==> config.mk <==
export PLATFORM = sky130hd
export DESIGN_NAME = timer_unit
export DESIGN_NICKNAME = d
export VERILOG_FILES = /design/src/rtl/mtc_pkg.sv /design/src/rtl/edge_detector.sv /design/src/rtl/timer_unit.sv
export SDC_FILE = /design/constraint.sdc
export NUM_CORES = 1
export LEC_CHECK = 0
export ABC_AREA = 1
export BUFFER_PORTS_ARGS = -buffer_cell sky130_fd_sc_hd__buf_4
export CAP_MARGIN = 30
export CORE_UTILIZATION = 37
export CTS_BUF_LIST = sky130_fd_sc_hd__clkbuf_8
export DETAILED_ROUTE_END_ITERATION = 6
export MAX_ROUTING_LAYER = met4
export PLACE_DENSITY = 0.61
export SLEW_MARGIN = 5
export SYNTH_ARGS = -nofsm -noshare
export SYNTH_HDL_FRONTEND = slang
export SYNTH_SLANG_ARGS = --single-unit
==> constraint.sdc <==
create_clock -name mclk -period 10.2 [get_ports mclk]
set_input_delay 2.04 -clock mclk [delete_from_list [all_inputs] [get_ports mclk]]
set_output_delay 2.04 -clock mclk [all_outputs]
set_load 0.02 [all_outputs]
==> src/rtl/mtc_pkg.sv <==
// ********
// Shared constants of the five-channel timer
// ********
package mtc_pkg;

    // Channel geometry.
    localparam int NUM_CH = 5;
    localparam int NUM_GR = 2;
    localparam int CNT_W = 16;
    localparam int DIV_W = 6;

    // Reset values and the counter maximum.
    localparam logic [15:0] CNT_RESET = 16'h0000;
    localparam logic [15:0] CNT_MAX = 16'hffff;
    localparam logic [15:0] GR_RESET = 16'hffff;
    localparam logic [5:0] DIV_RESET = 6'h00;
    localparam logic PIN_RESET = 1'b0;

    // Clock prescale selections; code 7 on channel 1 means cascade.
    localparam logic [2:0] PS_DIV1 = 3'h0;
    localparam logic [2:0] PS_DIV4 = 3'h1;
    localparam logic [2:0] PS_DIV16 = 3'h2;
    localparam logic [2:0] PS_DIV64 = 3'h3;
    localparam logic [2:0] PS_CASCADE = 3'h7;

    // Edge selections for count clocks and capture pins.
    localparam logic [1:0] EDGE_RISE = 2'h0;
    localparam logic [1:0] EDGE_FALL = 2'h1;

    // Counter clear sources.
    localparam logic [1:0] CLR_NONE = 2'h0;
    localparam logic [1:0] CLR_GRA = 2'h1;
    localparam logic [1:0] CLR_GRB = 2'h2;
    localparam logic [1:0] CLR_SYNC = 2'h3;

    // Compare-match pin actions.
    localparam logic [1:0] ACT_NONE = 2'h0;
    localparam logic [1:0] ACT_LOW = 2'h1;
    localparam logic [1:0] ACT_HIGH = 2'h2;
    localparam logic [1:0] ACT_TOGGLE = 2'h3;

    // Capture trigger sources (alternatives only on channels 0 and 1).
    localparam logic [1:0] CAPSRC_PIN = 2'h0;
    localparam logic [1:0] CAPSRC_CLK = 2'h1;
    localparam logic [1:0] CAPSRC_MATCH = 2'h2;

endpackage : mtc_pkg

==> src/rtl/edge_detector.sv <==
`timescale 1ns/1ps
// ********
// Registered edge detector for synchronous inputs
// ********
module edge_detector
    import mtc_pkg::*;
#(
    parameter int WIDTH = 1
)
(
    // Clock and reset.
    input wire logic mclk,
    input wire logic rst_n,
    // Sampled levels.
    input wire logic [WIDTH-1:0] level,
    // Edge pulses, one cycle each.
    output logic [WIDTH-1:0] rise,
    output logic [WIDTH-1:0] fall
);

    // The only state is the previous level of each input.
    typedef struct packed {
        logic [WIDTH-1:0] prev;
    } edge_state_t;

    edge_state_t cur; // Registered state.
    edge_state_t next_cur; // Next state.

    // Next state is simply the present level.
    always_comb
    begin
        next_cur = cur;
        next_cur.prev = level;
    end

    // State register; a high input right after reset reads as a rise.
    always_ff @(posedge mclk or negedge rst_n)
    begin
        if (!rst_n)
        begin
            cur <= '0;
        end
        else
        begin
            cur <= next_cur;
        end
    end

    // Edges compare the present level with the stored one.
    assign rise = level & ~cur.prev;
    assign fall = ~level & cur.prev;

endmodule : edge_detector

==> src/rtl/timer_unit.sv <==
`timescale 1ns/1ps
module timer_unit
    import mtc_pkg::*;
(
    // Clock and reset.
    input wire logic mclk,
    input wire logic rst_n,
    // Start and synchronisation control.
    input wire logic [NUM_CH-1:0] channel_run_bit,
    input wire logic [NUM_CH-1:0] sync_select,
    // Per-channel count control.
    input wire logic [NUM_CH-1:0][2:0] clock_prescale_select,
    input wire logic [NUM_CH-1:0][1:0] clock_edge_select,
    input wire logic [NUM_CH-1:0][1:0] clear_source_select,
    input wire logic [NUM_CH-1:0] phase_mode,
    input wire logic [NUM_CH-1:0] pwm_mode,
    // Per general register function control.
    input wire logic [NUM_CH-1:0][NUM_GR-1:0] gr_is_capture,
    input wire logic [NUM_CH-1:0][NUM_GR-1:0] out_initial,
    input wire logic [NUM_CH-1:0][NUM_GR-1:0][1:0] out_action,
    input wire logic [NUM_CH-1:0][NUM_GR-1:0][1:0] capture_edge,
    input wire logic [NUM_CH-1:0][NUM_GR-1:0][1:0] capture_source,
    input wire logic [NUM_CH-1:0][NUM_GR-1:0] buffer_enable,
    // Interrupt enables.
    input wire logic [NUM_CH-1:0] overflow_irq_enable,
    input wire logic [NUM_CH-1:0][NUM_GR-1:0] match_irq_enable,
    // Software writes; index 0,1 are general registers, 2,3 buffers.
    input wire logic [NUM_CH-1:0] cnt_write,
    input wire logic [NUM_CH-1:0][3:0] gr_write,
    input wire logic [15:0] write_data,
    // Flag clears, one-cycle pulses.
    input wire logic [NUM_CH-1:0] overflow_clear,
    input wire logic [NUM_CH-1:0][NUM_GR-1:0] match_clear,
    // External count clocks and capture pin levels.
    input wire logic [3:0] external_count_clock,
    input wire logic [NUM_CH-1:0][NUM_GR-1:0] capture_compare_pin_in,
    // Compare outputs.
    output logic [NUM_CH-1:0][NUM_GR-1:0] capture_compare_pin_out,
    output logic [NUM_CH-1:0][NUM_GR-1:0] capture_compare_pin_oe,
    // Counter, register and flag state.
    output logic [NUM_CH-1:0][15:0] channel_counter,
    output logic [NUM_CH-1:0][NUM_GR-1:0][15:0] general_compare_capture_reg,
    output logic [NUM_CH-1:0][NUM_GR-1:0][15:0] buffer_reg,
    output logic [NUM_CH-1:0] overflow_flag,
    output logic [NUM_CH-1:0][NUM_GR-1:0] match_capture_flag,
    // Interrupt requests, levels.
    output logic [NUM_CH-1:0] overflow_irq,
    output logic [NUM_CH-1:0][NUM_GR-1:0] match_irq
);

    // ********
    // State
    // ********

    // Every flip-flop of the unit outside the two edge detector banks lives in this one record.
    typedef struct packed {
        logic [DIV_W-1:0] div;
        logic [NUM_CH-1:0][15:0] cnt;
        logic [NUM_CH-1:0][NUM_GR-1:0][15:0] gr;
        logic [NUM_CH-1:0][NUM_GR-1:0][15:0] buff;
        logic [NUM_CH-1:0] ovf;
        logic [NUM_CH-1:0][NUM_GR-1:0] flag;
        logic [NUM_CH-1:0][NUM_GR-1:0] pin;
    } timer_state_t;

    timer_state_t cur; // Registered state.
    timer_state_t next_cur; // Next state.

    logic [3:0] ext_rise; // External clock rising edges.
    logic [3:0] ext_fall; // External clock falling edges.
    logic [NUM_CH*NUM_GR-1:0] pin_rise; // Capture pin rising edges.
    logic [NUM_CH*NUM_GR-1:0] pin_fall; // Capture pin falling edges.
    logic [NUM_CH-1:0] up; // Count-up step this cycle.
    logic [NUM_CH-1:0] dn; // Count-down step this cycle.
    logic [NUM_CH-1:0][NUM_GR-1:0] match; // Compare matches.
    logic [NUM_CH-1:0][NUM_GR-1:0] cap; // Capture events.
    logic [NUM_CH-1:0] clr_evt; // Own clear events.
    logic sync_clr_any; // Clear event on any synced channel.
    logic sync_wr_any; // Write to any synced counter.

    // ********
    // Edge detection
    // ********

    // One detector bank for the external clocks.
    edge_detector #(.WIDTH(4)) u_ext_edges (
        .mclk(mclk),
        .rst_n(rst_n),
        .level(external_count_clock),
        .rise(ext_rise),
        .fall(ext_fall)
    );

    // A second bank for the capture pins.
    edge_detector #(.WIDTH(NUM_CH*NUM_GR)) u_pin_edges (
        .mclk(mclk),
        .rst_n(rst_n),
        .level(capture_compare_pin_in),
        .rise(pin_rise),
        .fall(pin_fall)
    );

    // ********
    // Helpers
    // ********

    // Picks an edge of a signal by an edge selection code.
    function automatic logic pick_edge(input logic [1:0] sel, input logic r, input logic f);
        logic hit;
        hit = r | f;
        if (sel == EDGE_RISE)
        begin
            hit = r;
        end
        else if (sel == EDGE_FALL)
        begin
            hit = f;
        end
        return hit;
    endfunction : pick_edge

    // New pin level after a compare action; equal levels stay put.
    function automatic logic apply_act(input logic [1:0] act, input logic lvl);
        logic res;
        unique case (act)
            ACT_NONE: res = lvl;
            ACT_LOW: res = 1'b0;
            ACT_HIGH: res = 1'b1;
            ACT_TOGGLE: res = ~lvl;
        endcase
        return res;
    endfunction : apply_act

    // ********
    // Count steps
    // ********

    // Decides per channel whether the counter steps up or down now.
    // Internal rates come from one shared divider, so channels with
    // the same rate tick in the same cycle.
    always_comb
    begin
        up = '0;
        dn = '0;
        for (int i = 0; i < NUM_CH; i++)
        begin
            // Prescale choice and its edge.
            unique case (clock_prescale_select[i])
                PS_DIV1: up[i] = 1'b1;
                PS_DIV4: up[i] = &cur.div[1:0];
                PS_DIV16: up[i] = &cur.div[3:0];
                PS_DIV64: up[i] = &cur.div;
                default: up[i] = pick_edge(clock_edge_select[i],
                    ext_rise[clock_prescale_select[i][1:0]],
                    ext_fall[clock_prescale_select[i][1:0]]);
            endcase
            up[i] = up[i] & channel_run_bit[i];
        end
        // Quadrature decode: channel 1 uses clocks 0,1, channel 2 uses 2,3.
        for (int i = 1; i < 3; i++)
        begin
            if (phase_mode[i])
            begin
                up[i] = channel_run_bit[i] &&
                    (((ext_rise[2*i-2] | ext_fall[2*i-2]) &&
                      (external_count_clock[2*i-2] != external_count_clock[2*i-1])) ||
                     ((ext_rise[2*i-1] | ext_fall[2*i-1]) &&
                      (external_count_clock[2*i-2] == external_count_clock[2*i-1])));
                dn[i] = channel_run_bit[i] && !up[i] &&
                    (ext_rise[2*i-2] | ext_fall[2*i-2] | ext_rise[2*i-1] | ext_fall[2*i-1]);
            end
        end
        // Cascade: channel 1 holds the upper half and follows the wraps
        // of channel 2 in both directions.
        if (!phase_mode[1] && clock_prescale_select[1] == PS_CASCADE)
        begin
            up[1] = channel_run_bit[1] && up[2] && cur.cnt[2] == CNT_MAX;
            dn[1] = channel_run_bit[1] && dn[2] && cur.cnt[2] == CNT_RESET;
        end
    end

    // ********
    // Match, capture and clear events
    // ********

    // Matches are taken at the count step on the matched value, so a
    // period register of N gives N+1 counts per period.
    always_comb
    begin
        match = '0;
        cap = '0;
        clr_evt = '0;
        for (int i = 0; i < NUM_CH; i++)
        begin
            for (int g = 0; g < NUM_GR; g++)
            begin
                match[i][g] = !gr_is_capture[i][g] && (up[i] | dn[i]) &&
                    cur.cnt[i] == cur.gr[i][g];
            end
        end
        for (int i = 0; i < NUM_CH; i++)
        begin
            for (int g = 0; g < NUM_GR; g++)
            begin
                cap[i][g] = pick_edge(capture_edge[i][g], pin_rise[i*NUM_GR+g],
                    pin_fall[i*NUM_GR+g]);
                // Channels 0 and 1 may listen to the next channel instead.
                if (i < 2 && capture_source[i][g] == CAPSRC_CLK)
                begin
                    cap[i][g] = up[i+1] | dn[i+1];
                end
                else if (i < 2 && capture_source[i][g] == CAPSRC_MATCH)
                begin
                    cap[i][g] = match[i+1][0];
                end
                cap[i][g] = cap[i][g] & gr_is_capture[i][g];
            end
            clr_evt[i] = (clear_source_select[i] == CLR_GRA && (match[i][0] | cap[i][0])) ||
                (clear_source_select[i] == CLR_GRB && (match[i][1] | cap[i][1]));
        end
        sync_clr_any = |(clr_evt & sync_select);
        sync_wr_any = |(cnt_write & sync_select);
    end

    // ********
    // Next state
    // ********

    // Updates counters, registers, flags and pins. Hardware events on the
    // general and buffer registers are applied after software writes so a capture is never lost.
    always_comb
    begin
        next_cur = cur;
        next_cur.div = cur.div + 6'h01;
        for (int i = 0; i < NUM_CH; i++)
        begin
            // Counter step; wrap to zero keeps counting.
            if (up[i])
            begin
                next_cur.cnt[i] = cur.cnt[i] + 16'h0001;
            end
            else if (dn[i])
            begin
                next_cur.cnt[i] = cur.cnt[i] - 16'h0001;
            end
            // Own clear or clear shared among synced channels.
            if (clr_evt[i] || (clear_source_select[i] == CLR_SYNC && sync_select[i] && sync_clr_any))
            begin
                next_cur.cnt[i] = CNT_RESET;
            end
            // A software write presets this counter, and every synced counter if this one is synced.
            if (cnt_write[i] || (sync_select[i] && sync_wr_any))
            begin
                next_cur.cnt[i] = write_data;
            end
            // Overflow flag; a wrap in the clearing cycle wins.
            if (overflow_clear[i])
            begin
                next_cur.ovf[i] = 1'b0;
            end
            if (up[i] && cur.cnt[i] == CNT_MAX)
            begin
                next_cur.ovf[i] = 1'b1;
            end
            for (int g = 0; g < NUM_GR; g++)
            begin
                // Software writes to general and buffer registers.
                if (gr_write[i][g])
                begin
                    next_cur.gr[i][g] = write_data;
                end
                if (gr_write[i][g+2])
                begin
                    next_cur.buff[i][g] = write_data;
                end
                // Buffered compare reloads the general register.
                if (match[i][g] && buffer_enable[i][g])
                begin
                    next_cur.gr[i][g] = cur.buff[i][g];
                end
                // Capture stores the counter, shifting the old value out.
                if (cap[i][g])
                begin
                    next_cur.gr[i][g] = cur.cnt[i];
                    if (buffer_enable[i][g])
                    begin
                        next_cur.buff[i][g] = cur.gr[i][g];
                    end
                end
                // Match or capture flag; set beats a same-cycle clear.
                if (match_clear[i][g])
                begin
                    next_cur.flag[i][g] = 1'b0;
                end
                if (match[i][g] || cap[i][g])
                begin
                    next_cur.flag[i][g] = 1'b1;
                end
            end
            // Pin levels: initial level while stopped, actions while running.
            if (!channel_run_bit[i])
            begin
                next_cur.pin[i] = out_initial[i];
            end
            else if (pwm_mode[i])
            begin
                // Both registers steer one pin; equal values mean no
                // change, which gives the 0% and 100% duty ends.
                if (match[i][0] && !match[i][1])
                begin
                    next_cur.pin[i][0] = apply_act(out_action[i][0], cur.pin[i][0]);
                end
                else if (match[i][1] && !match[i][0])
                begin
                    next_cur.pin[i][0] = apply_act(out_action[i][1], cur.pin[i][0]);
                end
            end
            else
            begin
                for (int g = 0; g < NUM_GR; g++)
                begin
                    if (match[i][g])
                    begin
                        next_cur.pin[i][g] = apply_act(out_action[i][g], cur.pin[i][g]);
                    end
                end
            end
        end
    end

    // ********
    // State register
    // ********

    // Reset leaves every counter at zero with no clear source chosen
    // by this block, i.e. free-running once started.
    always_ff @(posedge mclk or negedge rst_n)
    begin
        if (!rst_n)
        begin
            cur.div <= DIV_RESET;
            cur.cnt <= {NUM_CH{CNT_RESET}};
            cur.gr <= {(NUM_CH*NUM_GR){GR_RESET}};
            cur.buff <= {(NUM_CH*NUM_GR){GR_RESET}};
            cur.ovf <= '0;
            cur.flag <= '0;
            cur.pin <= {(NUM_CH*NUM_GR){PIN_RESET}};
        end
        else
        begin
            cur <= next_cur;
        end
    end

    // ********
    // Outputs
    // ********

    // The pin drives only for compare use; in PWM the second pin idles.
    always_comb
    begin
        for (int i = 0; i < NUM_CH; i++)
        begin
            for (int g = 0; g < NUM_GR; g++)
            begin
                capture_compare_pin_oe[i][g] = !gr_is_capture[i][g] && !(pwm_mode[i] && g == 1);
            end
        end
    end

    assign capture_compare_pin_out = cur.pin;
    assign channel_counter = cur.cnt;
    assign general_compare_capture_reg = cur.gr;
    assign buffer_reg = cur.buff;
    assign overflow_flag = cur.ovf;
    assign match_capture_flag = cur.flag;
    // Interrupt requests follow the flags while enabled.
    assign overflow_irq = cur.ovf & overflow_irq_enable;
    assign match_irq = cur.flag & match_irq_enable;

endmodule : timer_unit

Yosys cells after proc, flatten, opt, wreduce, memory -nomap -nowiden. Cells that the tools add are included.

$add $sub $neg: 8. Order comparisons: 5. Equal/unequal tests: 133. Mux-type cells: 226. Bitwise gates (word level): 72. Reduce and logical (&&, ||, !) cells: 221.

Operator list (number): $mux 16 (77); $eq 16x16->1 (10); $mux 1 (114); $logic_and 1x1->1 (90); $add 16x1->16 const B (5); $eq 16x16->1 const B (5); $eq 2x1->1 const B (34); $eq 2x2->1 const B (34); $logic_not 2->1 (25); $pmux 1 s4 (10); $reduce_bool 3->1 (13); $or 1x1->1 (35); $sub 16x1->16 const B (2); $and 10x10->10 (3); $eq 3x2->1 const B (10); $pmux 1 s3 (10); $reduce_and 3->1 (10); $reduce_bool 2->1 (15); $logic_not 1->1 (28); $logic_or 1x1->1 (27); $bmux 1 s2 (10); $ne 2x2->1 const B (10); $ne 4x2->1 const B (5); $ne 4x4->1 const B (5); other kinds (22) (78).

Register bits: 445. Input port bits: 232. Output and inout bits: 450. Word-level logic and storage cells: 718.

Logic depth before layout (Yosys ltp). Gate-level depths: netlist of the first run.

Word-level depth: 28. Mapped depth: 32.

Hierarchy. From an unflattened synthesis of the first run, not the netlist that was laid out.

Cells, all modules: 4560. Area, all modules: 33007.9 um2.

Modules (own cells, without submodules): timer_unit (times used 1, cells an instance 4490, area each 32447.4 um2); edge_detector at u_pin_edges (times used 1, cells an instance 50, area each 400.4 um2); edge_detector at u_ext_edges (times used 1, cells an instance 20, area each 160.2 um2).

Worst setup path after synthesis of the first run. Ideal clock, no wire load.

Kind: input port to flip-flop. Start: input external_count_clock[1]. End: register cur, in the netlist channel_counter[29]. Setup time: 0.117 ns. Data arrival time: 5.075 ns. Required time: 10.083 ns. Path slack: 5.008 ns. Stages: 30. Buffers on the path: 0. Cell sequence: inv_1 > ha_1 > inv_1 > nand2_1 > nand2_1 > nand2_1 > nand3_1 > nand3_1 > nand2_1 > nand2_2 > nand4_2 > nand2_1 > inv_1 > ha_1 > inv_1 > nor3_1 > nand2_1 > o211ai_1 > a21oi_1 > o21ai_0 > nand2_1 > nand2_1 > a21oi_1 > o21ai_0 > xnor2_1 > inv_1 > nand3_1 > nand2_1 > nand2_1 > nand2_1.

Word-level cells in the longest chain between the ends: 28. Elaborated cells on any way between the ends: 134. Classes of those cells: eq/ne (2); mux (51); bitwise (33); reduce/logical (48).

RTL lines: from (decl) (line timer_unit.sv:35) `input wire logic [3:0] external_count_clock,`; $not 4->4 (line edge_detector.sv:51) `assign fall = ~level & cur.prev;`; $and 4x4->4 (line edge_detector.sv:51); $bmux 1 s2 (line timer_unit.sv:155) `ext_fall[clock_prescale_select[i][1:0]]);`; $mux 1 (not written as such) (line timer_unit.sv:155); $or 1x1->1 (line timer_unit.sv:110) `hit = r | f;`; $mux 1 (line timer_unit.sv:115) `else if (sel == EDGE_FALL)`; $mux 1 (line timer_unit.sv:111) `if (sel == EDGE_RISE)`; $pmux 1 s4 (line timer_unit.sv:148) `unique case (clock_prescale_select[i])`; [... 12 more ...]; $logic_and 1x1->1 (on tied branches) (line timer_unit.sv:218, timer_unit.sv:219); $logic_or 1x1->1 (line timer_unit.sv:218) `clr_evt[i] = (clear_source_select[i] == CLR_GRA && (match[i][0] | cap[i][0])) ||`; $and 5x5->5 (line timer_unit.sv:221) `sync_clr_any = |(clr_evt & sync_select);`; $reduce_or 5->1 (line timer_unit.sv:221); $logic_and 1x1->1 (line timer_unit.sv:247) `if (clr_evt[i] || (clear_source_select[i] == CLR_SYNC && sync_select[i] && sync_clr_any))`; $logic_or 1x1->1 (line timer_unit.sv:247); $mux 16 (line timer_unit.sv:247); $mux 16 (line timer_unit.sv:252) `if (cnt_write[i] || (sync_select[i] && sync_wr_any))`; to (signal assigned) (line timer_unit.sv:351) `cur <= next_cur;`; to (decl) (line timer_unit.sv:66) `timer_state_t cur;`.

Several ways; a longest one is shown, not always the timed one. The select of a mux whose other input is x is not followed. A chain may end at the register's enable or synchronous reset.

Worst setup path in the final report of the first run.
Start: input external_count_clock[3]. End: register cur, in the netlist channel_counter[32].

Word-level cells in the longest chain between the ends: 28. Elaborated cells on any way between the ends: 136. Classes of those cells: eq/ne (2); mux (51); bitwise (33); reduce/logical (50).

RTL lines (line): $not 4->4 (edge_detector.sv:51); $and 4x4->4 (edge_detector.sv:51); $bmux 1 s2 / $or 1x1->1 (equally long branches) (timer_unit.sv:155, timer_unit.sv:167); $mux 1 (not written as such) / $logic_and 1x1->1 (equally long branches) (timer_unit.sv:155, timer_unit.sv:167); $or 1x1->1 / $logic_or 1x1->1 (equally long branches) (timer_unit.sv:110, timer_unit.sv:166); $mux 1 / $logic_and 1x1->1 (equally long branches) (timer_unit.sv:115, timer_unit.sv:164); $mux 1 / $logic_not 1->1 (equally long branches) (timer_unit.sv:111, timer_unit.sv:169); $pmux 1 s4 / $logic_and 1x1->1 (equally long branches) (timer_unit.sv:148, timer_unit.sv:169); [... 12 more ...]; $logic_and 1x1->1 (on tied branches) (timer_unit.sv:218, timer_unit.sv:219); $logic_or 1x1->1 (timer_unit.sv:218); $and 5x5->5 (timer_unit.sv:221); $reduce_or 5->1 (timer_unit.sv:221); $logic_and 1x1->1 (timer_unit.sv:247); $logic_or 1x1->1 (timer_unit.sv:247); $mux 16 (timer_unit.sv:247); $mux 16 (timer_unit.sv:252).

Several ways; a longest one is shown, not always the timed one. The select of a mux whose other input is x is not followed.

==> load_flow_metrics.sql, run 1 <==
INSERT INTO impl_metrics (metric_group, metric, value, unit) VALUES
('outcome', 'result_of_the_run', 'completed', ''),
('timing', 'timing.final.hold_violations', '0', ''),
('synthesis', 'synth_enable_flop_cells', '0', ''),
('drt', 'routed_wirelength', '141000', 'um'),
('synthesis', 'ys_async_sr_fraction', '1.00', ''),
('floorplanning', 'initial_utilization', '0.375', ''),
('timing', 'finalSetupViolCount', '0', ''),
('timing', 'setup_tns', '0', 'ps'),
('cells_and_area', 'design.final.nets', '5031', ''),
('cts', 'root_buffer', 'sky130_fd_sc_hd__clkbuf_8', ''),
('synthesis', 'synth-seq-area-share', '0.352', ''),
('setup_path', 'worstPathMaxFanout', '33', ''),
('min_path', 'class_of_the_most_critical_hold_timing_path', 'reg2reg', ''),
('timing', 'timing.final.crit_share', '0.579', ''),
('drt', 'via_count', '32282', ''),
('power', 'cell_int_power', '4.05', 'mW'),
('floorplanning', 'die-height', '300', 'um'),
('setup_path', 'critical-path-slowest-cell', 'sky130_fd_sc_hd__nand2_2', ''),
('setup_path', 'endpoint_kind', 'flip-flop', ''),
('timing', 'min_hold_slack', '466', 'ps'),
('job', 'drv.max_cap_violation_count', '0', ''),
('cts', 'numCtsBuffers', '87', ''),
('power', 'netSwitchingPower', '2.92', 'mW'),
('floorplanning', 'placement_rows', '108', ''),
('cells_and_area', 'final_layout_size_suffix_gt1_frac', '0.256', ''),
('timing', 'timing.slew.headroom', '0.289', ''),
('setup_path', 'timing.setup.critical_path_class', 'in2reg', ''),
('floorplanning', 'floorplan.io_pins', '682', ''),
('setup_path', 'cp_slowest_stage_delay', '540', 'ps'),
('grt', 'global_route.usage.total', '0.314', ''),
('power', 'power_density', '186', 'mW/mm^2'),
('power', 'comb_power_share', '0.354', ''),
('power', 'pwr-share-clk', '0.262', ''),
('cts', 'postCtsHoldBufs', '0', ''),
('timing', 'rsz_0062_raised_after_global_routing', 'no', ''),
('power', 'power.sequential.fraction', '0.385', ''),
('synthesis', 'synth_top_area_cell', 'sky130_fd_sc_hd__dfstp_2', ''),
('synthesis', 'synth_area_per_cell', '7.15', 'sq um'),
('power', 'power_leakage', '18.1', 'nW'),
('placed_design', 'numPortBuffers', '666', ''),
('drt', 'routed_antenna_nets', '0', ''),
('timing', 'worst_slack', '4290', 'ps'),
('grt', 'grt_first_pass_wirelength', '203000', 'um'),
('cts', 'clk_pin_slew_worst_paths', '60', 'ps'),
('floorplanning', 'die_area', '0.0898', 'sq mm'),
('power', 'power', '6.97', 'mW'),
('cts', 'cts_repair_resize_count', '0', ''),
('synthesis', 'postSynthNetCount', '4884', ''),
('cells_and_area', 'finalInstanceArea', '0.0374', 'sq mm'),
('synthesis', 'yosysUniqueCellTypes', '57', ''),
('setup_path', 'crit_required', '10730', 'ps'),
('setup_path', 'startpoint_type', 'input pin', ''),
('cells_and_area', 'seqCellArea', '0.0115', 'sq mm'),
('power', 'power_switching_share', '0.418', ''),
('cts', 'number_of_setup_buffers_added_after_cts', '0', ''),
('cts', 'clock-sinks', '445', ''),
('timing', 'post-route-min-period', '5910', 'ps'),
('floorplanning', 'placeableCoreArea', '0.0873', 'sq mm'),
('placed_design', 'place.gp.congestion', '0.967', ''),
('drt', 'routed_via_density', '5.41', ''),
('floorplanning', 'floorplan.die.width', '300', 'um'),
('cts', 'max-clock-path-buffers', '3', ''),
('grt', 'grt_start_max_net_pins', '142', ''),
('synthesis', 'synth.top_cells.by_area', 'sky130_fd_sc_hd__dfstp_2 26%, sky130_fd_sc_hd__nand2_1 13%, sky130_fd_sc_hd__buf_4 9.8%, sky130_fd_sc_hd__dfrtp_1 9.5%, sky130_fd_sc_hd__o21ai_0 6.6%', ''),
('synthesis', 'synth_top_area_frac', '0.257', ''),
('synthesis', 'synthCells', '4584', ''),
('setup_path', 'timing.critical_path.mode_cell', 'sky130_fd_sc_hd__nand2_1', ''),
('grt', 'first_global_vias', '29610', ''),
('synthesis', 'synth_area', '0.0328', 'sq mm'),
('cells_and_area', 'num-fill-cells', '9164', ''),
('drt', 'drc', '0', '');
path summary, 6_finish.rpt:
kind                                              start                               to  slack (ps)  cells after the start
worst max-delay path            external_count_clock[3]  channel_counter[32]$_DFFE_PN0P_        4290                     26
worst min-delay path                 cur[430]$_DFF_PN0_               cur[430]$_DFF_PN0_         470                      1
worst max register to register       cur[425]$_DFF_PN0_  channel_counter[32]$_DFFE_PN0P_        5370                     23
worst min register to register       cur[430]$_DFF_PN0_               cur[430]$_DFF_PN0_         470                      1
max in group asynchronous                         rst_n   channel_counter[3]$_DFFE_PN0P_        7330                      2
min in group asynchronous                         rst_n  channel_counter[58]$_DFFE_PN0P_        1420                      1
layer usage:
metal | GRT usage | routed length (um) | up-vias
met4 | 0.107 | 5130 | 0
met5 | - | 0 | -
met1 | 0.398 | 58000 | 15418
li1 | - | - | 15036
met2 | 0.489 | 65300 | 1573
met3 | 0.0729 | 12800 | 255
cells in the mapped netlist, types with 11 or more instances:
library cell	instances
sky130_fd_sc_hd__a211oi_1	12
sky130_fd_sc_hd__a21oi_1	178
sky130_fd_sc_hd__a31oi_1	85
sky130_fd_sc_hd__buf_2	20
sky130_fd_sc_hd__buf_4	426
sky130_fd_sc_hd__clkbuf_1	208
sky130_fd_sc_hd__dfrtp_1	125
sky130_fd_sc_hd__dfstp_2	320
sky130_fd_sc_hd__ha_1	66
sky130_fd_sc_hd__inv_1	446
sky130_fd_sc_hd__mux2i_1	24
sky130_fd_sc_hd__nand2_1	1134
sky130_fd_sc_hd__nand2_2	11
sky130_fd_sc_hd__nand3_1	176
sky130_fd_sc_hd__nand4_1	88
sky130_fd_sc_hd__nor2_1	322
sky130_fd_sc_hd__nor3_1	55
sky130_fd_sc_hd__nor4_1	14
sky130_fd_sc_hd__o2111ai_1	15
sky130_fd_sc_hd__o211ai_1	125
sky130_fd_sc_hd__o21ai_0	432
sky130_fd_sc_hd__o21ai_1	16
sky130_fd_sc_hd__o221ai_1	21
sky130_fd_sc_hd__o22a_1	12
sky130_fd_sc_hd__o22ai_1	55
sky130_fd_sc_hd__xnor2_1	38
sky130_fd_sc_hd__xor2_1	65
critical path: cells and delay by family:
family,cells,cell delay [ps]
buffers and inverters,4,640
AND/OR/NAND/NOR,20,3330
adder cells (fa/ha/maj),1,210
AO/OA/AOI/OAI,1,230
cell families after synthesis:
logic type | share of synthesized area
and+or+nand+nor | 0.232
AOI/OAI and AO/OA | 0.174
DFF | 0.352
adders and majority gates | 0.0264
muxes | 0.00733
xor gates and xnor gates | 0.0275
buffers and inverters | 0.180
area by class of cell:
type,instances,area share
Tap cell,1155,0.0386
Timing Repair Buffer,725,0.149
Antenna cell,7,0.000468
Inverter,465,0.0467
Clock buffer,107,0.0394
Multi-Input combinational cell,3007,0.411
Clock inverter,53,0.00642
Sequential cell,445,0.308
through the flow:
stage	util	cells
after floorplan	-	4584
after global placement	0.407	5788
after detailed placement	0.407	5791
after CTS	0.427	5951
after global routing	0.429	5964
final	0.429	5964
power groups by stage:
stage,clock [mW],combinational [mW],sequential (mW)
after floorplan,0,1.89,2.42
after global placement,0,2.43,2.69
after detailed placement,0,2.45,2.69
after CTS,1.86,2.46,2.67
after global routing,1.93,2.69,2.71
final,1.82,2.47,2.68
cells in the final DEF, fill, tap and decap left out, drive strengths merged, types with 4 or more instances in the layout:
cell and instances:
nand2 1155, inv 502, a21oi 180, a211oi 12, diode 7, nand4 89, o2111ai 15, o31ai 5
dfstp 320, clkbuf 107, o21ai 449, or2 6, o221ai 21, o22ai 55, nor4 15, buf 725
xor2 65, a221oi 4, o21bai 5, dfrtp 125, ha 66, nand3 181, clkinv 16, mux2i 24
o22a 12, nor2 323, a31oi 85, xnor2 38, nor3 56, o211ai 125
Power figures use the tool's default switching activity.
==> inputs of run 2 (changes only) <==
- ABC_AREA: 1 -> 0
- clock period: 10.2 -> 5.9 ns (I/O delays scaled with it)
==> run 2 against run 1 <==
Net effect:
- synthesized cell count decreased by 21%
- routed wire length down 15%
- critical path depth fell by 6
- sequential share of layout area increased by 0.42 points
- area after synthesis fell by 2.6%
- clock skew down 25 ps
- global-route usage down 4.0 points
- sequential power up 68%
- power rose by 67%
- utilization is 0.42 points higher
- largest cell class unchanged
- highest routed layer unchanged
==> load_flow_metrics.sql, run 2 <==
INSERT INTO impl_metrics (metric_group, metric, value, unit) VALUES
('setup_path', 'worstPathMaxFanout', '6', ''),
('setup_path', 'critical_path_buf_inv_count', '3', ''),
('synthesis', 'synth-seq-area-share', '0.361', ''),
('min_path', 'class_of_the_most_critical_hold_timing_path', 'in2async', ''),
('synthesis', 'synthCells', '3625', ''),
('setup_path', 'cp_slowest_stage_delay', '630', 'ps'),
('timing', 'drv_slew', '0', ''),
('synthesis', 'post_synth_fa_ha_maj_area_fraction', '0.0271', ''),
('synthesis', 'synth_top_area_cell', 'sky130_fd_sc_hd__dfstp_2', ''),
('synthesis', 'synth-simple-area-share', '0.131', ''),
('grt', 'global_route.overflow_total', '0', ''),
('timing', 'worst_slack', '716', 'ps'),
('timing', 'finalClockSkew', '47.4', 'ps'),
('cts', 'max-clock-path-buffers', '3', ''),
('synthesis', 'dominantRegCellSynth', 'sky130_fd_sc_hd__dfstp_2', ''),
('timing', 'fmax', '193', 'MHz'),
('setup_path', 'critical_path.top_delay_family', 'compound AO/OA/AOI/OAI gates', ''),
('drt', 'routed_via_density', '5.37', ''),
('synthesis', 'post_synth_xor_area_fraction', '0.0546', ''),
('cts', 'postCtsHoldBufs', '0', ''),
('drt', 'via_count', '26870', ''),
('cells_and_area', 'highest_count_cells_in_the_layout_ignoring_fill_and_taps', '747 x sky130_fd_sc_hd__buf_4, 334 x sky130_fd_sc_hd__a21oi_1, 330 x sky130_fd_sc_hd__nor2_1', ''),
('cts', 'number_of_setup_buffers_added_after_cts', '0', ''),
('floorplanning', 'placeableCoreArea', '0.0853', 'sq mm'),
('grt', 'global_route_met2_utilization', '0.416', ''),
('floorplanning', 'die-height', '296', 'um'),
('grt', 'grt_util_met3', '0.0721', ''),
('grt', 'busiest_layer_in_global_routing', 'met2', ''),
('job', 'drv.max_cap_violation_count', '0', ''),
('synthesis', 'synth.ff_latch_count', '445', ''),
('timing', 'timing.final.crit_share', '0.879', ''),
('cts', 'cts_repair_resize_count', '0', ''),
('grt', 'global_route.usage.total', '0.274', ''),
('drt', 'routed_antenna_nets', '0', ''),
('synthesis', 'synth_top_area_frac', '0.263', ''),
('timing', 'finalSetupViolCount', '0', ''),
('power', 'power_leakage', '17.4', 'nW'),
('grt', 'm1_gr_usage', '0.342', ''),
('setup_path', 'endpoint_kind', 'flip-flop', ''),
('synthesis', 'synth_area_per_cell', '8.81', 'sq um'),
('synthesis', 'postSynthNetCount', '3925', ''),
('synthesis', 'combinational_family_with_the_most_area_after_synthesis', 'compound AO/OA/AOI/OAI gates', ''),
('placed_design', 'dp.final_hpwl', '84100', 'um'),
('power', 'power', '11.6', 'mW'),
('synthesis', 'synth.area.mux_share', '0.129', ''),
('cts', 'cts_tree', 'yes', ''),
('cells_and_area', 'final_layout_size_suffix_gt1_frac', '0.339', ''),
('drt', 'avgRoutedWirePerCell', '24.1', 'um'),
('placed_design', 'pre_cts_ws', '168', 'ps'),
('grt', 'first_global_vias', '25196', ''),
('timing', 'rsz_0062_raised_after_global_routing', 'no', ''),
('power', 'power_density', '314', 'mW/mm^2'),
('synthesis', 'synth_enable_flop_cells', '0', ''),
('synthesis', 'yosysMostFrequentCell', 'sky130_fd_sc_hd__buf_4', ''),
('setup_path', 'timing.critical_path.mode_cell', 'sky130_fd_sc_hd__o31ai_1', ''),
('synthesis', 'complex_gate_fraction_of_the_synthesized_area', '0.154', ''),
('setup_path', 'worstPathCellList', 'buf_4, inv_1, ha_1, mux4_2, nor3_1, or3_4, nor3_4, nor2_1, buf_4, ha_1, a211o_1, a21oi_1, o31ai_1, a211oi_1, o31ai_1, a21o_1, a21oi_1, mux2i_1, xnor2_1, o31ai_1', ''),
('floorplanning', 'floorplan.die.width', '296', 'um'),
('synthesis', 'yosysUniqueCellTypes', '90', ''),
('setup_path', 'startpoint_type', 'input pin', ''),
('drt', 'drt_iter0_drc', '2100', ''),
('power', 'vdd.ir_drop.worst', '0.000169', 'V'),
('floorplanning', 'placement_rows', '107', ''),
('cts', 'clk_latency', '690', 'ps'),
('drt', 'routed_wirelength', '121000', 'um'),
('drt', 'drt_first_pass_iters', '5', ''),
('cts', 'cts_h_tree_depth', '3', ''),
('floorplanning', 'floorplan.io_pins', '682', ''),
('cts', 'clk_pin_slew_worst_paths', '60', 'ps'),
('drt', 'drc', '0', ''),
('cells_and_area', 'area_delta_synth_final', '15.6', '%'),
('cts', 'numCtsBuffers', '87', ''),
('floorplanning', 'die_area', '0.0875', 'sq mm'),
('cells_and_area', 'mostFrequentLayoutCell', 'sky130_fd_sc_hd__buf_4', ''),
('timing', 'timing.slew.headroom', '0.347', ''),
('setup_path', 'critical-path-slowest-cell', 'sky130_fd_sc_hd__nor3_4', ''),
('timing', 'post-route-min-period', '5180', 'ps'),
('timing', 'setup_tns', '0', 'ps'),
('setup_path', 'arrival', '5760', 'ps'),
('placed_design', 'place.gp.congestion', '0.914', ''),
('cells_and_area', 'design.final.nets', '4077', ''),
('setup_path', 'timing.setup.critical_path_class', 'in2reg', ''),
('grt', 'number_of_antenna_violations_at_the_first_check_in_global_routing', '11', ''),
('cells_and_area', 'postLayoutCoreUtil', '0.433', ''),
('floorplanning', 'initial_utilization', '0.374', ''),
('outcome', 'result_of_the_run', 'completed', ''),
('synthesis', 'synth_area', '0.0319', 'sq mm'),
('cts', 'root_buffer', 'sky130_fd_sc_hd__clkbuf_8', ''),
('setup_path', 'regToRegSetupSlack', '810', 'ps'),
('setup_path', 'crit_required', '6470', 'ps'),
('synthesis', 'yosys-top-cells-count', '426 x sky130_fd_sc_hd__buf_4, 334 x sky130_fd_sc_hd__a21oi_1, 330 x sky130_fd_sc_hd__nor2_1', ''),
('timing', 'worst_slew_pin_slew', '977', 'ps'),
('cts', 'clock-sinks', '445', ''),
('synthesis', 'yosys_warnings', '0', ''),
('synthesis', 'synth.top_cells.by_area', 'sky130_fd_sc_hd__dfstp_2 26%, sky130_fd_sc_hd__mux2i_1 10%, sky130_fd_sc_hd__buf_4 10%, sky130_fd_sc_hd__dfrtp_1 9.8%, sky130_fd_sc_hd__a21oi_1 5.2%', ''),
('grt', 'grt_first_pass_wirelength', '172000', 'um'),
('placed_design', 'numPortBuffers', '666', ''),
('synthesis', 'ys_async_sr_fraction', '1.00', ''),
('timing', 'timing.final.hold_violations', '0', ''),
('grt', 'grt_start_max_net_pins', '116', '');
## run 2: cell count changes in the layout (fill, tap and decap cells not counted), sizes merged, moves of 50 or more
| cell | change |
|---|---|
| nand2 | -846 |
| xnor2 | +69 |
| mux2i | +300 |
| a21oi | +155 |
| o22ai | -50 |
| nand3 | -105 |
| o211ai | -99 |
| inv | -384 |
| mux2 | +57 |
| o21ai | -243 |
| a31oi | -64 |
## run 2: final timing paths
kind,cells past startpoint,start,end
worst max-delay path,20,external_count_clock[0],channel_counter[31]$_DFFE_PN0P_
worst min-delay path,1,rst_n,capture_compare_pin_out[6]$_DFFE_PN0P_
worst max register to register,17,channel_counter[36]$_DFFE_PN0P_,channel_counter[31]$_DFFE_PN0P_
worst min register to register,2,general_compare_capture_reg[71]$_DFFE_PN1P_,buffer_reg[71]$_DFF_PN1_
max in group asynchronous,2,rst_n,capture_compare_pin_out[1]$_DFFE_PN0P_
min in group mclk,2,general_compare_capture_reg[71]$_DFFE_PN1P_,buffer_reg[71]$_DFF_PN1_
## run 2: area by class of cell
class	count	area [sq um]
multi-input combinational	2402	15900
tap	1144	1430
antenna	8	20.0
clock inverter	50	277
clock buffer	110	1510
fill	8478	48400
inverter	80	300
sequential	445	11500
timing repair buffer	761	5920
## run 2: kinds of logic (layout without fill, tap and decap cells)
family                     count (synthesis)  count (layout)
xor gates and xnor gates                 199             199
DFF                                      445             445
buffers and inverters                    778            1001
AOI/OAI and AO/OA                        808             808
other                                      0               8
muxes                                    391             391
and+or+nand+nor                          936             936
adders and majority gates                 68              68
## run 2: worst register-to-register path: cells and delay by family (launching register included)
kind                     cells  cell delay [ps]
flip-flops                   1              680
AND/OR/NAND/NOR              5             1750
AO/OA/AOI/OAI                8             1760
XOR/XNOR                     1               90
buffers and inverters        1              210
multiplexers                 1              240
adder cells (fa/ha/maj)      1              290
## run 2: stage by stage
stage	hold slack (ps)	area, sq um	cells
after global routing	499	36900	4998
after CTS	471	36800	4988
after global placement	492	34900	4822
after floorplan	465	31900	3625
final	481	36900	5000
after detailed placement	498	35000	4828
## run 2: per-layer routing
| layer | routed length [um] | share of wire |
|---|---|---|
| met4 | 5050 | 0.042 |
| met3 | 10700 | 0.088 |
| met1 | 50000 | 0.41 |
| met5 | 0 | 0 |
| met2 | 54900 | 0.45 |
## run 2: where the power goes
part | total, mW | leakage [nW] | internal (mW) | switching (mW)
Sequential | 4.49 | 4.89 | 3.78 | 0.710
Combinational | 3.89 | 11.4 | 1.64 | 2.25
Clock | 3.22 | 1.05 | 1.73 | 1.50
